### config.mk
export PLATFORM = sky130hd
export DESIGN_NAME = prc_remote_ctrl
export DESIGN_NICKNAME = d
export VERILOG_FILES = /design/src/include/prc_pkg.sv /design/src/core/prc_fault_latch.sv /design/src/core/prc_remote_ctrl.sv /design/src/core/prc_sync.sv
export SDC_FILE = /design/constraint.sdc
export NUM_CORES = 1
export LEC_CHECK = 0
export CAP_MARGIN = 20
export CORE_ASPECT_RATIO = 1.2
export CORE_MARGIN = 5
export CORE_UTILIZATION = 55
export DETAILED_ROUTE_END_ITERATION = 8
export DONT_BUFFER_PORTS = 1
export PLACE_DENSITY = 0.7
export SLEW_MARGIN = 20
export SYNTH_ARGS = -nofsm -noshare
export SYNTH_HDL_FRONTEND = slang
export SYNTH_SLANG_ARGS = --single-unit
### constraint.sdc
create_clock -name sys_clk -period 7.46 [get_ports sys_clk]
set_clock_uncertainty 0.2 [all_clocks]
set_input_delay 2.238 -clock sys_clk [delete_from_list [all_inputs] [get_ports sys_clk]]
set_output_delay 2.238 -clock sys_clk [all_outputs]
set_load 0.02 [all_outputs]
### src/include/prc_pkg.sv
package prc_pkg;

    // Clock and the cooling-water supervision hold-over after a stop.
    localparam longint unsigned PRC_CLK_HZ = 20_000_000;
    localparam longint unsigned PRC_WATER_HOLD_MIN = 15;
    localparam logic [35:0] PRC_WATER_HOLD_CYC =
        36'(PRC_WATER_HOLD_MIN * 64'd60 * PRC_CLK_HZ);

    // Cycles after reset release before pin samples are trusted.
    localparam logic [1:0] PRC_SETTLE_CYC = 2'h3;

    // Register byte offsets.
    localparam logic [7:0] PRC_CTRL_OFS = 8'h00;
    localparam logic [7:0] PRC_STATUS_OFS = 8'h04;
    localparam logic [7:0] PRC_FAULT_OFS = 8'h08;
    localparam logic [7:0] PRC_CONFIG_OFS = 8'h0C;

    // Control register bits, write one to act.
    localparam int PRC_CTRL_START = 0;
    localparam int PRC_CTRL_STOP = 1;
    localparam int PRC_CTRL_CLEAR = 2;
    localparam int PRC_CTRL_MUTE = 3;

    // Status register bits.
    localparam int PRC_ST_MAIN_RUN = 0;
    localparam int PRC_ST_BOOSTER_RUN = 1;
    localparam int PRC_ST_REMOTE = 2;
    localparam int PRC_ST_START_FAIL = 3;
    localparam int PRC_ST_ESTOP = 4;
    localparam int PRC_ST_BUZZER = 5;
    localparam int PRC_ST_SETTLED = 6;

    // Configuration switch positions, switch n at bit n-1.
    localparam int PRC_SW_SERIAL8 = 0;
    localparam int PRC_SW_FLOW_OPONLY = 1;
    localparam int PRC_SW_BUZZER = 2;
    localparam int PRC_SW_REMOTE_STOP = 3;
    localparam int PRC_SW_PULSE = 4;
    localparam int PRC_SW_ZERO_DIL = 6;
    localparam int PRC_SW_BOOSTER = 7;

    // Shipping defaults except the booster switch, which follows polarity.
    localparam logic [7:0] PRC_SW_DEFAULT = 8'h05;

    // Warning positions with special supervision.
    localparam int PRC_WARN_WATER = 0;
    localparam int PRC_WARN_SEAL = 1;
    localparam int PRC_WARN_DIL = 2;

endpackage
### src/core/prc_fault_latch.sv
module prc_fault_latch #(
    parameter int W = 8
) (
    // Clock and reset
    input wire logic sys_clk,
    input wire logic rst,
    // Conditions and clear command
    input wire logic [W-1:0] cause,
    input wire logic clear,
    // Latched indications
    output logic [W-1:0] latched
);
    logic [W-1:0] latched_reg;
    logic [W-1:0] latched_next;

    // A condition present during the clear stays set.
    always_comb begin
        if (clear) begin
            latched_next = cause;
        end else begin
            latched_next = latched_reg | cause;
        end
    end

    always_ff @(posedge sys_clk) begin
        if (rst) begin
            latched_reg <= '0;
        end else begin
            latched_reg <= latched_next;
        end
    end

    assign latched = latched_reg;
endmodule

### src/core/prc_remote_ctrl.sv
// Function
// Switch 5 selects level or pulse start/stop
// Host holds momentary inputs for 200 ms
// Emergency output off until closed and reset
// Switch 2 selects always or running supervision
// Water check continues 15 minutes after stop
// Switch 7 picks dilution warning cause
// Switch 8 picks automatic or signalled booster
// Switch 4 stops pump on entering remote
// Switch 3 enables buzzer for faults
// Switch 1 selects 7 or 8 bit serial
// Switches captured once; remote and buzzer live
// Shipping default settings before capture
// Warnings and faults latch until reset
// Start refused while latched; report start failure
// Individual outputs active; collectives closed when healthy
// Run outputs and remote/local status output
//
// The Wishbone register port and the placing of the registers were chosen for this implementation.
module prc_remote_ctrl
    import prc_pkg::*;
#(
    parameter bit BOOSTER_AUTO_WHEN_ON = 1'b1,
    parameter logic [35:0] WATER_HOLD_CYCLES = PRC_WATER_HOLD_CYC
) (
    // Clock and reset
    input wire logic sys_clk,
    input wire logic rst,
    // Wishbone slave
    input wire logic wb_cyc_i,
    input wire logic wb_stb_i,
    input wire logic wb_we_i,
    input wire logic [7:0] wb_adr_i,
    input wire logic [3:0] wb_sel_i,
    input wire logic [31:0] wb_dat_i,
    output logic [31:0] wb_dat_o,
    output logic wb_ack_o,
    // Remote command pins
    input wire logic mainStartIn,
    input wire logic boosterStartIn,
    input wire logic faultClearIn,
    input wire logic mainStopIn,
    input wire logic boosterStopIn,
    // Panel selectors and switches
    input wire logic remoteSelIn,
    input wire logic buzzerUseIn,
    input wire logic [7:0] configSwIn,
    // Sensor condition pins
    input wire logic estopClosedIn,
    input wire logic inletVacuumOkIn,
    input wire logic dilutionValveOpenIn,
    input wire logic [7:0] tripSensorIn,
    input wire logic [7:0] warnSensorIn,
    // Status outputs
    output logic mainStageRun,
    output logic boosterStageRun,
    output logic remoteStatus,
    output logic estopOk,
    output logic anyShutdownFaultOk,
    output logic anyWarningOk,
    output logic [7:0] shutdownFault,
    output logic [7:0] warning,
    output logic dilutionFlowWarning,
    output logic buzzerOut,
    output logic serialEightBit
);

    function automatic logic hitReg(logic [7:0] adr, logic [7:0] ofs);
        hitReg = {adr[7:2], 2'b00} == ofs;
    endfunction

    // Pin synchronisation.
    logic [33:0] pinSync;
    logic [4:0] cmdSync;
    logic remoteSync;
    logic buzzerUseSync;
    logic estopClosedSync;
    logic vacOkSync;
    logic valveOpenSync;
    logic [7:0] warnSync;
    logic [7:0] tripSync;
    logic [7:0] swSync;

    prc_sync #(.W(34)) u_sync (
        .sys_clk(sys_clk),
        .asyncIn({configSwIn, tripSensorIn, warnSensorIn,
            dilutionValveOpenIn, inletVacuumOkIn, estopClosedIn,
            buzzerUseIn, remoteSelIn, boosterStopIn, mainStopIn,
            faultClearIn, boosterStartIn, mainStartIn}),
        .syncOut(pinSync)
    );

    assign cmdSync = pinSync[4:0];
    assign remoteSync = pinSync[5];
    assign buzzerUseSync = pinSync[6];
    assign estopClosedSync = pinSync[7];
    assign vacOkSync = pinSync[8];
    assign valveOpenSync = pinSync[9];
    assign warnSync = pinSync[17:10];
    assign tripSync = pinSync[25:18];
    assign swSync = pinSync[33:26];
    // State.
    logic [1:0] settleCnt_reg, settleCnt_next;
    logic settled_reg, settled_next;
    logic [7:0] config_reg, config_next;
    logic [4:0] cmdPrev_reg, cmdPrev_next;
    logic remotePrev_reg, remotePrev_next;
    logic mainRun_reg, mainRun_next;
    logic boosterSig_reg, boosterSig_next;
    logic boosterRun_reg, boosterRun_next;
    logic startFail_reg, startFail_next;
    logic estopLatched_reg, estopLatched_next, estopOk_reg, estopOk_next;
    logic mute_reg, mute_next;
    logic buzzer_reg, buzzer_next;
    logic remoteOut_reg, remoteOut_next;
    logic tripOk_reg, tripOk_next;
    logic warnOk_reg, warnOk_next;
    logic serial8_reg, serial8_next;
    logic [35:0] waterCnt_reg, waterCnt_next;
    logic ack_reg, ack_next;
    logic [31:0] dat_reg, dat_next;
    logic [4:0] rise, fall;
    logic remoteNow, enterRemote, pulseMode, boosterAuto;
    logic clearCmd, blocked, startReq, stopReq;
    logic waterWatch, n2Watch;
    logic panelWr, panelStart, panelStop, panelClear, panelMute;
    logic [7:0] tripCause, warnCause;
    logic [7:0] tripLatched, warnLatched;
    prc_fault_latch #(.W(8)) u_shutdown_fault (
        .sys_clk(sys_clk),
        .rst(rst),
        .cause(tripCause),
        .clear(clearCmd),
        .latched(tripLatched)
    );

    prc_fault_latch #(.W(8)) u_warn (
        .sys_clk(sys_clk),
        .rst(rst),
        .cause(warnCause),
        .clear(clearCmd),
        .latched(warnLatched)
    );

    // Register bus: writes act at the edge where the master sees ack.
    always_comb begin
        ack_next = wb_cyc_i & wb_stb_i & ~ack_reg;
        dat_next = 32'h0000_0000;
        if (ack_next && !wb_we_i) begin
            if (hitReg(wb_adr_i, PRC_STATUS_OFS)) begin
                dat_next[PRC_ST_MAIN_RUN] = mainRun_reg;
                dat_next[PRC_ST_BOOSTER_RUN] = boosterRun_reg;
                dat_next[PRC_ST_REMOTE] = remoteOut_reg;
                dat_next[PRC_ST_START_FAIL] = startFail_reg;
                dat_next[PRC_ST_ESTOP] = estopLatched_reg;
                dat_next[PRC_ST_BUZZER] = buzzer_reg;
                dat_next[PRC_ST_SETTLED] = settled_reg;
            end else if (hitReg(wb_adr_i, PRC_FAULT_OFS)) begin
                dat_next[15:0] = {warnLatched, tripLatched};
            end else if (hitReg(wb_adr_i, PRC_CONFIG_OFS)) begin
                dat_next[7:0] = config_reg;
            end
        end
        panelWr = ack_reg & wb_cyc_i & wb_stb_i & wb_we_i & wb_sel_i[0]
            & hitReg(wb_adr_i, PRC_CTRL_OFS);
        panelStart = panelWr & wb_dat_i[PRC_CTRL_START];
        panelStop = panelWr & wb_dat_i[PRC_CTRL_STOP];
        panelClear = panelWr & wb_dat_i[PRC_CTRL_CLEAR];
        panelMute = panelWr & wb_dat_i[PRC_CTRL_MUTE];
    end

    // Stage control, supervision and indications.
    always_comb begin
        settleCnt_next = settleCnt_reg;
        settled_next = settled_reg;
        config_next = config_reg;
        if (!settled_reg) begin
            if (settleCnt_reg == PRC_SETTLE_CYC) begin
                config_next = swSync;
                settled_next = 1'b1;
            end else begin
                settleCnt_next = settleCnt_reg + 2'h1;
            end
        end

        cmdPrev_next = settled_reg ? cmdSync : 5'h00;
        rise = cmdPrev_next & ~cmdPrev_reg;
        fall = ~cmdPrev_next & cmdPrev_reg;
        remoteNow = settled_reg & remoteSync;
        remotePrev_next = remoteNow;
        enterRemote = remoteNow & ~remotePrev_reg;
        pulseMode = config_reg[PRC_SW_PULSE];
        boosterAuto = config_reg[PRC_SW_BOOSTER] == BOOSTER_AUTO_WHEN_ON;
        clearCmd = panelClear | rise[2];
        blocked = (|tripLatched) | (|warnLatched) | estopLatched_reg;

        startReq = panelStart;
        stopReq = panelStop;
        if (remoteNow) begin
            if (pulseMode) begin
                startReq = rise[0];
                stopReq = rise[3];
            end else begin
                startReq = rise[0] | (enterRemote & cmdSync[0]);
                stopReq = fall[0];
            end
        end
        if (enterRemote && config_reg[PRC_SW_REMOTE_STOP]) begin
            startReq = 1'b0;
            stopReq = 1'b1;
        end

        estopLatched_next = (settled_reg & ~estopClosedSync)
            | (estopLatched_reg & ~(clearCmd & estopClosedSync));
        estopOk_next = ~estopLatched_next;
        mainRun_next = mainRun_reg;
        if (stopReq || (|tripLatched) || estopLatched_next) begin
            mainRun_next = 1'b0;
        end else if (startReq && !blocked) begin
            mainRun_next = 1'b1;
        end

        startFail_next = (startReq & blocked)
            | (startFail_reg & ~clearCmd);
        boosterSig_next = boosterSig_reg;
        if (remoteNow) begin
            if (pulseMode) begin
                if (rise[4]) begin
                    boosterSig_next = 1'b0;
                end else if (rise[1]) begin
                    boosterSig_next = 1'b1;
                end
            end else if (enterRemote) begin
                boosterSig_next = cmdSync[1];
            end else if (rise[1] || fall[1]) begin
                boosterSig_next = rise[1];
            end
        end
        if (!mainRun_next) begin
            boosterSig_next = 1'b0;
        end
        if (boosterAuto || !remoteNow) begin
            boosterRun_next = mainRun_next & vacOkSync;
        end else begin
            boosterRun_next = mainRun_next & boosterSig_next;
        end

        waterCnt_next = waterCnt_reg;
        if (mainRun_reg) begin
            waterCnt_next = WATER_HOLD_CYCLES;
        end else if (waterCnt_reg != 36'h0_0000_0000) begin
            waterCnt_next = waterCnt_reg - 36'h0_0000_0001;
        end
        n2Watch = ~config_reg[PRC_SW_FLOW_OPONLY] | mainRun_reg;
        waterWatch = n2Watch | (waterCnt_reg != 36'h0_0000_0000);

        tripCause = settled_reg ? tripSync : 8'h00;
        warnCause = settled_reg ? warnSync : 8'h00;
        warnCause[PRC_WARN_WATER] = warnCause[PRC_WARN_WATER] & waterWatch;
        warnCause[PRC_WARN_SEAL] = warnCause[PRC_WARN_SEAL] & n2Watch;
        if (config_reg[PRC_SW_ZERO_DIL]) begin
            warnCause[PRC_WARN_DIL] = settled_reg & n2Watch
                & valveOpenSync;
        end else begin
            warnCause[PRC_WARN_DIL] = warnCause[PRC_WARN_DIL]
                & n2Watch;
        end

        mute_next = panelMute | (mute_reg & ~clearCmd);
        buzzer_next = config_reg[PRC_SW_BUZZER] & buzzerUseSync & ~mute_reg
            & ((|tripLatched) | (|warnLatched));

        remoteOut_next = remoteNow;
        tripOk_next = ~|tripLatched;
        warnOk_next = ~|warnLatched;
        serial8_next = config_reg[PRC_SW_SERIAL8];
    end

    always_ff @(posedge sys_clk) begin
        if (rst) begin
            settleCnt_reg <= 2'h0;
            settled_reg <= 1'b0;
            config_reg <= PRC_SW_DEFAULT
                | (BOOSTER_AUTO_WHEN_ON ? 8'h80 : 8'h00);
            cmdPrev_reg <= 5'h00;
            remotePrev_reg <= 1'b0;
            mainRun_reg <= 1'b0;
            boosterSig_reg <= 1'b0;
            boosterRun_reg <= 1'b0;
            startFail_reg <= 1'b0;
            estopLatched_reg <= 1'b0;
            estopOk_reg <= 1'b1;
            mute_reg <= 1'b0;
            buzzer_reg <= 1'b0;
            remoteOut_reg <= 1'b0;
            tripOk_reg <= 1'b1;
            warnOk_reg <= 1'b1;
            serial8_reg <= 1'b1;
            waterCnt_reg <= 36'h0_0000_0000;
            ack_reg <= 1'b0;
            dat_reg <= 32'h0000_0000;
        end else begin
            settleCnt_reg <= settleCnt_next;
            settled_reg <= settled_next;
            config_reg <= config_next;
            cmdPrev_reg <= cmdPrev_next;
            remotePrev_reg <= remotePrev_next;
            mainRun_reg <= mainRun_next;
            boosterSig_reg <= boosterSig_next;
            boosterRun_reg <= boosterRun_next;
            startFail_reg <= startFail_next;
            estopLatched_reg <= estopLatched_next;
            estopOk_reg <= estopOk_next;
            mute_reg <= mute_next;
            buzzer_reg <= buzzer_next;
            remoteOut_reg <= remoteOut_next;
            tripOk_reg <= tripOk_next;
            warnOk_reg <= warnOk_next;
            serial8_reg <= serial8_next;
            waterCnt_reg <= waterCnt_next;
            ack_reg <= ack_next;
            dat_reg <= dat_next;
        end
    end

    assign wb_ack_o = ack_reg;
    assign wb_dat_o = dat_reg;
    assign mainStageRun = mainRun_reg;
    assign boosterStageRun = boosterRun_reg;
    assign remoteStatus = remoteOut_reg;
    assign estopOk = estopOk_reg;
    assign anyShutdownFaultOk = tripOk_reg;
    assign anyWarningOk = warnOk_reg;
    assign shutdownFault = tripLatched;
    assign warning = warnLatched;
    assign dilutionFlowWarning = warnLatched[PRC_WARN_DIL];
    assign buzzerOut = buzzer_reg;
    assign serialEightBit = serial8_reg;
endmodule

### src/core/prc_sync.sv
module prc_sync #(
    parameter int W = 1
) (
    // Clock
    input wire logic sys_clk,
    // Pins in, synchronised out
    input wire logic [W-1:0] asyncIn,
    output logic [W-1:0] syncOut
);
    logic [W-1:0] stage1_reg;
    logic [W-1:0] stage2_reg;

    always_ff @(posedge sys_clk) begin
        stage1_reg <= asyncIn;
        stage2_reg <= stage1_reg;
    end

    assign syncOut = stage2_reg;
endmodule

## Word-level counts from Yosys, hierarchy flattened

Cells that the tools add are included.

| storage, ports and cells | value |
|---|---|
| flip-flop bits (word level) | 181 |
| latch bits | 0 |
| bits in writable memories | 0 |
| memory bits (read-only) | 0 |
| input port bits | 83 |
| memories | 0 |

| operators by class | value |
|---|---|
| add/subtract/negate cells | 2 |
| $mul | 0 |
| divide/modulo/power cells | 0 |
| order comparisons | 0 |
| equality and inequality tests | 4 |
| shift-type cells | 0 |
| muxes and demuxes | 29 |
| bitwise operators | 57 |
| reductions and logical operators | 23 |

Operators by type and width:

| cell | count |
|---|---|
| two-way mux 35 bit | 2 |
| two-way mux 8 bit | 6 |
| nonzero test 36 bit | 1 |
| subtractor 36 x 1 -> 36 bit (second input constant) | 1 |
| AND 1 bit | 30 |
| two-way mux 1 bit | 19 |
| OR 8 bit | 2 |
| OR reduction 8 bit | 2 |
| == test 6 x 2 -> 1 bit (second input constant) | 2 |
| NOT 1 bit | 12 |
| OR 1 bit | 9 |
| two-way mux 7 bit | 1 |
| == test 6 x 1 -> 1 bit (second input constant) | 1 |
| zero test 6 bit | 1 |
| AND 5 bit | 1 |
| zero test 1 bit | 5 |
| two-way mux 5 bit | 1 |
| NOT 5 bit | 1 |
| logical OR 1 bit | 4 |
| AND reduction 2 bit | 2 |
| OR reduction 2 bit | 2 |
| OR reduction 4 bit | 1 |
| logical AND 1 bit | 3 |
| OR reduction 3 bit | 1 |
| 5 further kinds | 5 |

## Longest topological paths before layout

Gate-level depths: netlist of the first run.

| depth | value |
|---|---|
| word-level depth | 16 |
| depth in mapped cells | 10 |

## Hierarchy

A second synthesis of the first run with hierarchy kept.

| unflattened totals | value |
|---|---|
| cells, all modules | 580 |
| area, all modules | 5949.5 µm² |

Modules (own cells, without submodules):

| module | instances | cells each | area each (µm²) |
|---|---|---|---|
| prc_remote_ctrl | 1 | 446 | 3980.1 |
| prc_sync | 1 | 68 | 1361.3 |
| prc_fault_latch | 2 | 33 | 304.0 |

## Least setup slack after synthesis of the first run

Ideal clock, no wire load.

| path | value |
|---|---|
| path kind | input -> register |
| start | input port wb_adr_i[5] |
| end | register boosterSig_reg |
| setup time | 0.092 ns |
| arrival time | 4.046 ns |
| setup slack | 3.122 ns |
| stages on the path | 5 |
| buffers on the path | 0 |
| path through | or4_1 -> nor4_1 -> a31oi_1 -> o41a_1 -> nor4_1 |

| on the way | value |
|---|---|
| cells in the longest elaborated chain, start to end | 11 |

RTL lines:

| what | RTL line | text |
|---|---|---|
| start, declared | prc_remote_ctrl.sv:33 | `input wire logic [7:0] wb_adr_i,` |
| zero test 6 bit * | prc_remote_ctrl.sv:69 | `hitReg = {adr[7:2], 2'b00} == ofs;` |
| AND 1 bit * | prc_remote_ctrl.sv:165 | `& hitReg(wb_adr_i, PRC_CTRL_OFS);` |
| AND 1 bit | prc_remote_ctrl.sv:168 | `panelClear = panelWr & wb_dat_i[PRC_CTRL_CLEAR];` |
| OR 1 bit | prc_remote_ctrl.sv:194 | `clearCmd = panelClear \| rise[2];` |
| AND 1 bit | prc_remote_ctrl.sv:214 | `\| (estopLatched_reg & ~(clearCmd & estopClosedSync));` |
| NOT 1 bit | prc_remote_ctrl.sv:214 |  |
| AND 1 bit | prc_remote_ctrl.sv:214 |  |
| OR 1 bit | prc_remote_ctrl.sv:214 |  |
| logical OR 1 bit | prc_remote_ctrl.sv:217 | `if (stopReq \|\| (\|tripLatched) \|\| estopLatched_next) begin` |
| two-way mux 1 bit * | prc_remote_ctrl.sv:217 |  |
| two-way mux 1 bit * | prc_remote_ctrl.sv:239 | `if (!mainRun_next) begin` |
| end signal, assigned | prc_remote_ctrl.sv:309 | `boosterSig_reg <= boosterSig_next;` |
| end, declared | prc_remote_ctrl.sv:109 | `logic boosterSig_reg, boosterSig_next;` |

Mark *: on every way between the ends. The rest lies on a longest branch, timed or not.
A chain may end at the register's enable or synchronous reset.

## Final worst setup path of the first run

| path | value |
|---|---|
| start | input port wb_adr_i[5] |
| end | register boosterRun_reg (netlist: boosterStageRun) |

| on the way | value |
|---|---|
| cells in the longest elaborated chain, start to end | 13 |

RTL lines:

| what | RTL line | text |
|---|---|---|
| zero test 6 bit * | prc_remote_ctrl.sv:69 |  |
| AND 1 bit * | prc_remote_ctrl.sv:165 |  |
| AND 1 bit | prc_remote_ctrl.sv:168 |  |
| OR 1 bit | prc_remote_ctrl.sv:194 |  |
| AND 1 bit | prc_remote_ctrl.sv:214 |  |
| NOT 1 bit | prc_remote_ctrl.sv:214 |  |
| AND 1 bit | prc_remote_ctrl.sv:214 |  |
| OR 1 bit | prc_remote_ctrl.sv:214 |  |
| logical OR 1 bit | prc_remote_ctrl.sv:217 |  |
| two-way mux 1 bit * | prc_remote_ctrl.sv:217 |  |
| two-way mux 1 bit | prc_remote_ctrl.sv:239 |  |
| AND 1 bit | prc_remote_ctrl.sv:245 | `boosterRun_next = mainRun_next & boosterSig_next;` |
| two-way mux 1 bit * | prc_remote_ctrl.sv:242 | `if (boosterAuto \|\| !remoteNow) begin` |
| end signal, assigned | prc_remote_ctrl.sv:310 | `boosterRun_reg <= boosterRun_next;` |
| end, declared | prc_remote_ctrl.sv:110 | `logic boosterRun_reg, boosterRun_next;` |

Marks and branches as above.

==> results of run 1 <==
## logic make-up (layout without fill, tap and decap cells)
group / count (synthesis) / after routing / share of synthesized area (%)
xor gates and xnor gates: 17 / 17 / 2.648
DFF: 165 / 165 / 58.75
muxes: 3 / 3 / 0.5563
AOI/OAI and AO/OA: 101 / 101 / 12.15
adders and majority gates: 3 / 3 / 0.6676
buffers and inverters: 54 / 45 / 5.096
and+or+nand+nor: 213 / 213 / 20.07
other: 1 / 16 / 0.06669
## through the flow
stage	power, µW	std cells	area (µm²)
2_1_floorplan	1820	572	5679
3_3_place_gp	1922	657	5614
3_5_place_dp	1951	657	5614
4_1_cts	2849	689	6240
5_1_grt	3006	689	6240
6_report	2839	689	6240
## synthesized netlist by cell type (2+ instances only)
| master | n | area share, % |
|---|---|---|
| o31a_1 | 2 | 0.31 |
| or4_1 | 16 | 2.1 |
| a22o_1 | 7 | 1.1 |
| or2_2 | 4 | 0.44 |
| nand4b_1 | 3 | 0.47 |
| buf_2 | 4 | 0.36 |
| nor4_1 | 17 | 1.9 |
| nor3_1 | 12 | 1.1 |
| a32oi_1 | 2 | 0.31 |
| nor2b_1 | 2 | 0.22 |
| ha_1 | 3 | 0.67 |
| nand4_1 | 7 | 0.78 |
| o21ai_1 | 2 | 0.18 |
| o31ai_1 | 9 | 1.2 |
| a21oi_1 | 30 | 2.7 |
| xor2_1 | 12 | 1.9 |
| or3_1 | 9 | 1.0 |
| nand3_1 | 13 | 1.2 |
| clkbuf_1 | 19 | 1.3 |
| buf_1 | 2 | 0.13 |
| a211o_1 | 2 | 0.31 |
| mux2i_1 | 2 | 0.36 |
| nor2_1 | 49 | 3.3 |
| nand2b_1 | 6 | 0.67 |
| inv_1 | 8 | 0.53 |
| nand3b_1 | 3 | 0.40 |
| and2_1 | 17 | 1.9 |
| a31oi_1 | 10 | 1.1 |
| nand2_1 | 46 | 3.1 |
| buf_4 | 19 | 2.5 |
| and3_1 | 2 | 0.22 |
| xnor2_1 | 5 | 0.78 |
| o211ai_1 | 6 | 0.80 |
| a22oi_1 | 14 | 1.9 |
| o21ai_0 | 5 | 0.44 |
| o41ai_1 | 4 | 0.62 |
| dfxtp_1 | 165 | 59 |
## worst max path at each step
stage	endpoint	from	slack, ns	cells after the start
finish	boosterStageRun	wb_adr_i[5]	3.59	6
global route	boosterSig_reg	wb_adr_i[5]	3.50	6
CTS	boosterStageRun	wb_adr_i[5]	3.61	6
detailed placement	boosterStageRun	wb_adr_i[5]	3.18	6
global placement	boosterStageRun	wb_adr_i[5]	3.22	6
floorplan	boosterSig_reg	wb_adr_i[5]	3.12	5
## layer usage
layer | global-route usage (%) | routed length (µm)
met3 | 7.155 | 705
met1 | 22.28 | 4652
met4 | 10.42 | 357
met2 | 34.02 | 6303
met5 | 0 | 0
## layout make-up
cell class | instances | area share (%)
multi-input combinational | 353 | 33.49
sequential | 165 | 52.94
inverter | 9 | 0.5414
clock buffer | 18 | 7.038
timing repair buffer | 4 | 0.4813
tap | 126 | 2.527
clock inverter | 14 | 2.988
## critical path, stage by stage
cell     delay [ns]
or4_1          0.54
nor4_1         0.26
buf_4          0.20
a31oi_1        0.11
o41a_1         0.36
nor4_1         0.28
## cells in the final DEF, fill, tap and decap left out, types with 6 or more instances in the layout
cell,count
conb_1,16
nor3_1,12
nand2_1,46
nor4_1,17
nor2_1,49
nand4_1,7
or4_1,16
nand3_1,13
and2_1,17
dfxtp_1,165
nand2b_1,6
a22oi_1,14
clkbuf_16,17
o211ai_1,6
xor2_1,12
a21oi_1,30
o31ai_1,9
inv_1,8
a31oi_1,10
or3_1,9
a22o_1,7
## power groups by stage
| stage | Sequential, µW | Combinational (µW) | Clock [µW] |
|---|---|---|---|
| 2_1_floorplan | 1110 | 707 | 0 |
| 6_report | 1130 | 814 | 894 |
| 3_5_place_dp | 1150 | 804 | 0 |
| 4_1_cts | 1130 | 811 | 909 |
| 5_1_grt | 1140 | 909 | 952 |
| 3_3_place_gp | 1140 | 781 | 0 |
==> impl_metrics.toml, run 1 <==
[setup_path]
required_ns = 7.58
end_kind = "register"
critPathMaxFanout = 5
reg2reg_to = "waterCnt_reg[17]"
r2r_cells = 5
cp_data_arrival_time_ns = 3.98
reg2reg_from = "waterCnt_reg[6]"
startpoint_type = "input pin"
reg2reg_slack_ns = 4.05
crit_type = "in -> reg"

[global_routing]
grt_start_max_net_pins = 45
grt_pass1_wl_um = 19380
grt_pass1_vias = 3990
grtUsageTotal_pct = 20.28
antenna_found_initial = 0
grt_overflow_total = 0

[clocking]
cts-buffers-inserted = 17
root_buffer = "clkbuf_16"
hold_buffers = 0
postCtsSetupBuffers = 0
cts_resized = 0
cts.sinks = 165
h-tree-depth = 4
cts.clk_slew.worst_paths_ns = 0.07
clk_latency_ns = 0.42
clock_path_buffers = 2
cts_tree = "done"

[logic_synthesis]
ys_types = 56
synthCells = 557
synth_flop_cell = "dfxtp_1"
synth_area_um2 = 5623
ys.warnings.count = 0
synth-edff-count = 0
avgSynthCellArea_um2 = 10.09
ys_seq_area_share_pct = 58.74
async_flop_share_pct = 0
ys_ff_latch = 165

[floorplanning]
start_util_pct = 56.18
coreArea_um2 = 10010
die_x_um = 102.3
std_cell_rows = 40
num_io_pins = 141
die_h_um = 120.8
dieArea_um2 = 12350

[sta]
setup-violations-final = 0
rsz0062_at_grt = "no"
slew_violations = 0
setup_tns_ns = 0
max_freq_mhz = 258.7
max_slew_margin_pct = 36.52
period_needed_ns = 3.865
hold_viol = 0
setup_slack_ns = 3.595
tightest_slew_ns = 0.9451
fin_crit_sh_pct = 51.81
whs_ns = 0.1276

[placement]
pre_cts_slack_ns = 3.184
gp_congestion = 0.8417
io_buffer_count = 0
dp_hpwl_um = 8411

[power_and_ir_drop]
internal_power_uw = 1829
clkPwrFrac_pct = 31.5
p_comb_share_pct = 28.7
p_per_area_nw_per_um2 = 454.9
swShare_pct = 35.56
p_leak_uw = 0.002392
ir_drop_uv = 238.4
p_sw_uw = 1009
sequentialPowerShare_pct = 39.8

[worst_hold_path]
hp-class = "reg -> reg"
min_from = "u_sync.stage1_reg[15]"
hold_depth = 0
whs_endpoint = "u_sync.syncOut[15]"

[flow_run]
drv_cap = 0

[drt]
antenna_left = 0
vias_per_cell = 5.761
drtPass1Iterations = 5
wl_per_cell_um = 17.44
drt_iter0_drc = 196
drcViolationCount = 0
wirelength_um = 12020
num_vias = 3969

[final_layout]
fin_nets = 636
drive_gt1_share_pct = 7.993
postLayoutCoreUtil_pct = 62.34
antennaDiodeCount = 0
multiInputGateArea_um2 = 2090
seq_area_um2 = 3303
largest_reg_flops = 36
num-fill-cells = 829
area_growth_pct = 10.97

[run_status]
status = "finished, final reports clean"
Note: power is estimated with default switching activity, not from simulation.
==> run 2, diff against run 1 <==
PLACE_DENSITY = 0.73   (was 0.7)
clock period = 3.1 ns   (was 7.46 ns; I/O delays follow)
==> run 2 against run 1 <==
  * Power grew 130%
  * Clock power grew 140%
  * Worst setup slack lost 3.3 ns
  * Final cell count grew 1.9%
  * Sequential share of layout area shrank 0.71 points
  * Count of clock-buffer cells in the layout shrank 1
  * Global-route usage grew 1.1 points
  * Non-clock buffer count grew 13
  * Sequential cell count is the same
  * Design area grew 1.4%
  * Register-to-register slack lost 3.8 ns
  * Die area is the same
  * Critical path type is now reg -> reg
  * Largest power group unchanged
==> impl_metrics.toml, run 2 (same netlist as run 1, synthesis figures left out) <==
[setup_path]
critPathMaxFanout = 6
crit_type = "reg -> reg"
cp_data_arrival_time_ns = 2.92
cp_cell_sequence = "or4_1 > or4_1 > a211o_1 > o31a_1 > o31a_1"
crit_family = "simple AND/OR/NAND/NOR gates"
slowest_delay_ns = 0.67
crit_buf_inv = 0
required_ns = 3.20
critPathSlowestCell = "or4_1"
end_kind = "register"
startpoint_type = "register"

[floorplanning]
die_x_um = 102.3
coreArea_um2 = 10010
start_util_pct = 56.18
die_h_um = 120.8
std_cell_rows = 40
num_io_pins = 141
dieArea_um2 = 12350

[final_layout]
num-fill-cells = 821
area_growth_pct = 12.48
largest_reg_flops = 36
layout_common_cells = "165 x dfxtp_1, 49 x nor2_1, 46 x nand2_1"
layoutNonFillerInstCount = 702
multiInputGateArea_um2 = 2090
seq_area_um2 = 3303
layout_commonest_cell = "dfxtp_1"
antennaDiodeCount = 0
drive_gt1_share_pct = 10.07
fin_nets = 649

[sta]
fin_crit_sh_pct = 90.93
whs_ns = 0.1270
setup_slack_ns = 0.2812
period_needed_ns = 2.819
setup-violations-final = 0
rsz0062_at_grt = "no"
setup_tns_ns = 0
slew_violations = 0
max_freq_mhz = 354.8
tightest_slew_ns = 0.5355
hold_viol = 0
max_slew_margin_pct = 64.11

[drt]
antenna_left = 0
wl_per_cell_um = 17.86
drtPass1Iterations = 4
vias_per_cell = 5.802
drt_iter0_drc = 238
num_vias = 4073
wirelength_um = 12540
drcViolationCount = 0

[clocking]
clk_latency_ns = 0.42
cts.clk_slew.worst_paths_ns = 0.06
clock_path_buffers = 2
hold_buffers = 0
postCtsSetupBuffers = 0
cts_tree = "done"
h-tree-depth = 4
root_buffer = "clkbuf_16"
cts-buffers-inserted = 17
cts.sinks = 165
cts_resized = 0

[global_routing]
use_met2_pct = 35.61
grt_overflow_total = 0
top_usage_layer = "met2"
grt_pass1_wl_um = 20650
grt_use_met3_pct = 7.501
grt_pass1_vias = 4185
grt_start_max_net_pins = 45
antenna_found_initial = 0
grtUsageMet1_pct = 24.17
grtUsageTotal_pct = 21.40

[placement]
pre_cts_slack_ns = 0.05938
dp_hpwl_um = 8723
placed_cells = 670
io_buffer_count = 0
gp_congestion = 0.8601

[run_status]
status = "finished, final reports clean"

[flow_run]
drv_cap = 0

[power_and_ir_drop]
ir_drop_uv = 540.4
power.total_uw = 6666
p_leak_uw = 0.002445
p_per_area_nw_per_um2 = 1054

[worst_hold_path]
hp-class = "reg -> reg"
-- run 2: cell count changes in the layout (fill, tap and decap cells not counted), sizes merged --
cell	previous run	this run
buf	4	17
clkinvlp	1	3
inv	16	15
clkbuf	18	17
-- run 2: worst reg2reg max path, cell delays in order, from the launching register on --
cell     delay (ns)
dfxtp_1        0.35
or4_1          0.67
or4_1          0.59
a211o_1        0.39
o31a_1         0.27
o31a_1         0.23
-- run 2: final timing paths --
path / slack [ns] / to / start / depth (start not counted)
setup / recovery: 0.28 / waterCnt_reg[29] / waterCnt_reg[6] / 5
hold / removal: 0.13 / u_sync.syncOut[13] / u_sync.stage1_reg[13] / 0
setup reg to reg: 0.28 / waterCnt_reg[29] / waterCnt_reg[6] / 5
hold reg to reg: 0.13 / u_sync.syncOut[13] / u_sync.stage1_reg[13] / 0
-- run 2: stage by stage --
stage	area, µm²	utilization (%)
after floorplan	5679	-
after global placement	5712	57.06
after detailed placement	5712	57.06
after CTS	6325	63.19
after global routing	6325	63.19
final	6325	63.19
-- run 2: area by class of cell --
type	count	area share (%)
Multi-Input combinational cell	353	33.04
Tap cell	126	2.493
Clock buffer	17	6.726
Sequential cell	165	52.23
Inverter	9	0.5341
Clock inverter	15	2.967
Timing Repair Buffer	17	2.018
-- run 2: power breakdown --
part	leakage (µW)	switching, µW	internal, µW
sequential	0.00136	281	2380
clock	0.000291	906	1220
combinational	0.000792	1150	715
total	0.00244	2340	4320
-- run 2: layer usage --
| metal | routed length [µm] | part of all wire [%] |
|---|---|---|
| met1 | 4848 | 39 |
| met2 | 6661 | 53 |
| met3 | 789 | 6.3 |
| met4 | 238 | 1.9 |
| met5 | 0 | 0 |
==> run 3, diff against run 2 <==
PLACE_DENSITY = 0.7   (was 0.73)
==> run 3 against run 2 <==
  * Maximum frequency rose by 0.58%
  * Power rose by 9.6%
  * Non-clock buffer count fell by 3
  * Critical path depth did not move
  * Count of clock-buffer cells in the layout did not move
  * Sequential power rose by 4%
  * Critical path type unchanged
  * Largest cell class unchanged
  * Largest power group unchanged
==> impl_metrics.toml, run 3 (same netlist as run 1, synthesis figures left out) <==
[clocking]
root_buffer = "clkbuf_16"
cts.clk_slew.worst_paths_ns = 0.07
cts-buffers-inserted = 17
clk_latency_ns = 0.42
postCtsSetupBuffers = 0
hold_buffers = 0
cts_tree = "done"
cts.sinks = 165
clock_path_buffers = 2
h-tree-depth = 4
cts_resized = 0

[power_and_ir_drop]
swShare_pct = 37.14
sequentialPowerShare_pct = 38.1
ir_drop_uv = 578.3
p_leak_uw = 0.002434
internal_power_uw = 4593
p_sw_uw = 2714
p_per_area_nw_per_um2 = 1159
clkPwrFrac_pct = 29.3
p_comb_share_pct = 32.7

[setup_path]
end_kind = "register"
reg2reg_slack_ns = 0.30
required_ns = 3.21
crit_path_start = "waterCnt_reg[6]"
reg2reg_from = "waterCnt_reg[6]"
critPathMaxFanout = 6
startpoint_type = "register"
crit_type = "reg -> reg"
cp_data_arrival_time_ns = 2.91

[final_layout]
largest_reg_flops = 36
antennaDiodeCount = 0
area_growth_pct = 12.13
num-fill-cells = 806
postLayoutCoreUtil_pct = 62.99
fin_nets = 646
layout_common_cells = "165 x dfxtp_1, 49 x nor2_1, 46 x nand2_1"
drive_gt1_share_pct = 9.441
layout_commonest_cell = "dfxtp_1"

[drt]
drt_iter0_drc = 212
num_vias = 4018
wirelength_um = 12450
vias_per_cell = 5.756
drcViolationCount = 0
antenna_left = 0
wl_per_cell_um = 17.83
drtPass1Iterations = 5

[floorplanning]
num_io_pins = 141
die_h_um = 120.8
start_util_pct = 56.18
std_cell_rows = 40
dieArea_um2 = 12350
die_x_um = 102.3
coreArea_um2 = 10010

[worst_hold_path]
min_from = "u_sync.stage1_reg[24]"
hp-class = "reg -> reg"

[sta]
hold_viol = 0
slew_violations = 0
max_slew_margin_pct = 53.05
fin_crit_sh_pct = 90.41
rsz0062_at_grt = "no"
period_needed_ns = 2.803
tightest_slew_ns = 0.6988
setup-violations-final = 0
whs_ns = 0.1266
max_freq_mhz = 356.8
setup_slack_ns = 0.2973
setup_tns_ns = 0

[run_status]
status = "finished, final reports clean"

[placement]
gp_congestion = 0.8541
dp_hpwl_um = 8590
io_buffer_count = 0
pre_cts_slack_ns = 0.09709

[global_routing]
grt_start_max_net_pins = 45
grt_pass1_vias = 4079
grt_pass1_wl_um = 20460
antenna_found_initial = 0
grt_overflow_total = 0
grtUsageTotal_pct = 21.40

[flow_run]
drv_cap = 0
[run 3: worst paths after layout]
check                                          end  depth (start not counted)
worst max-delay path              waterCnt_reg[29]                          5
worst min-delay path            u_sync.syncOut[24]                          0
worst max register to register    waterCnt_reg[29]                          5
worst min register to register  u_sync.syncOut[24]                          0
[run 3: power by group through the flow]
stage	registers [µW]	logic, µW	clock network, µW
after detailed placement	2760	2040	0
after CTS	2720	2060	2170
after global placement	2750	1970	0
after floorplan	2680	1700	0
final	2780	2390	2140
after global routing	2830	2640	2280
[run 3: layer usage]
| metal | global-route usage [%] | part of all wire, % | wire (µm) | vias to the layer above |
|---|---|---|---|---|
| li1 | - | - | - | 1959 |
| met1 | 23.20 | 38 | 4700 | 1921 |
| met2 | 36.71 | 54 | 6705 | 112 |
| met3 | 7.386 | 5.8 | 717 | 26 |
| met4 | 10.34 | 2.6 | 323 | 0 |
| met5 | 0 | 0 | 0 | - |
[run 3: layout make-up]
| class | instances | area (µm²) | share of cell area, % |
|---|---|---|---|
| Sequential cell | 165 | 3303 | 52.39 |
| Tap cell | 126 | 157.7 | 2.500 |
| Clock inverter | 14 | 190.2 | 3.016 |
| Clock buffer | 17 | 425.4 | 6.747 |
| Inverter | 9 | 33.78 | 0.5358 |
| Multi-Input combinational cell | 353 | 2090 | 33.14 |
| Timing Repair Buffer | 14 | 105.1 | 1.667 |
[run 3: critical path, stage by stage (launching register included)]
cell and delay, ns:
dfxtp_1 0.35, or4_1 0.68, or4_1 0.58, a211o_1 0.40, o31a_1 0.27, o31a_1 0.23
[run 3: per-stage QoR]
stage | instance area [µm²] | cells | power, µW
finish | 6305 | 698 | 7307
global route | 6305 | 698 | 7745
CTS | 6305 | 698 | 6951
detailed placement | 5689 | 667 | 4796
global placement | 5689 | 667 | 4716
floorplan | 5679 | 572 | 4380
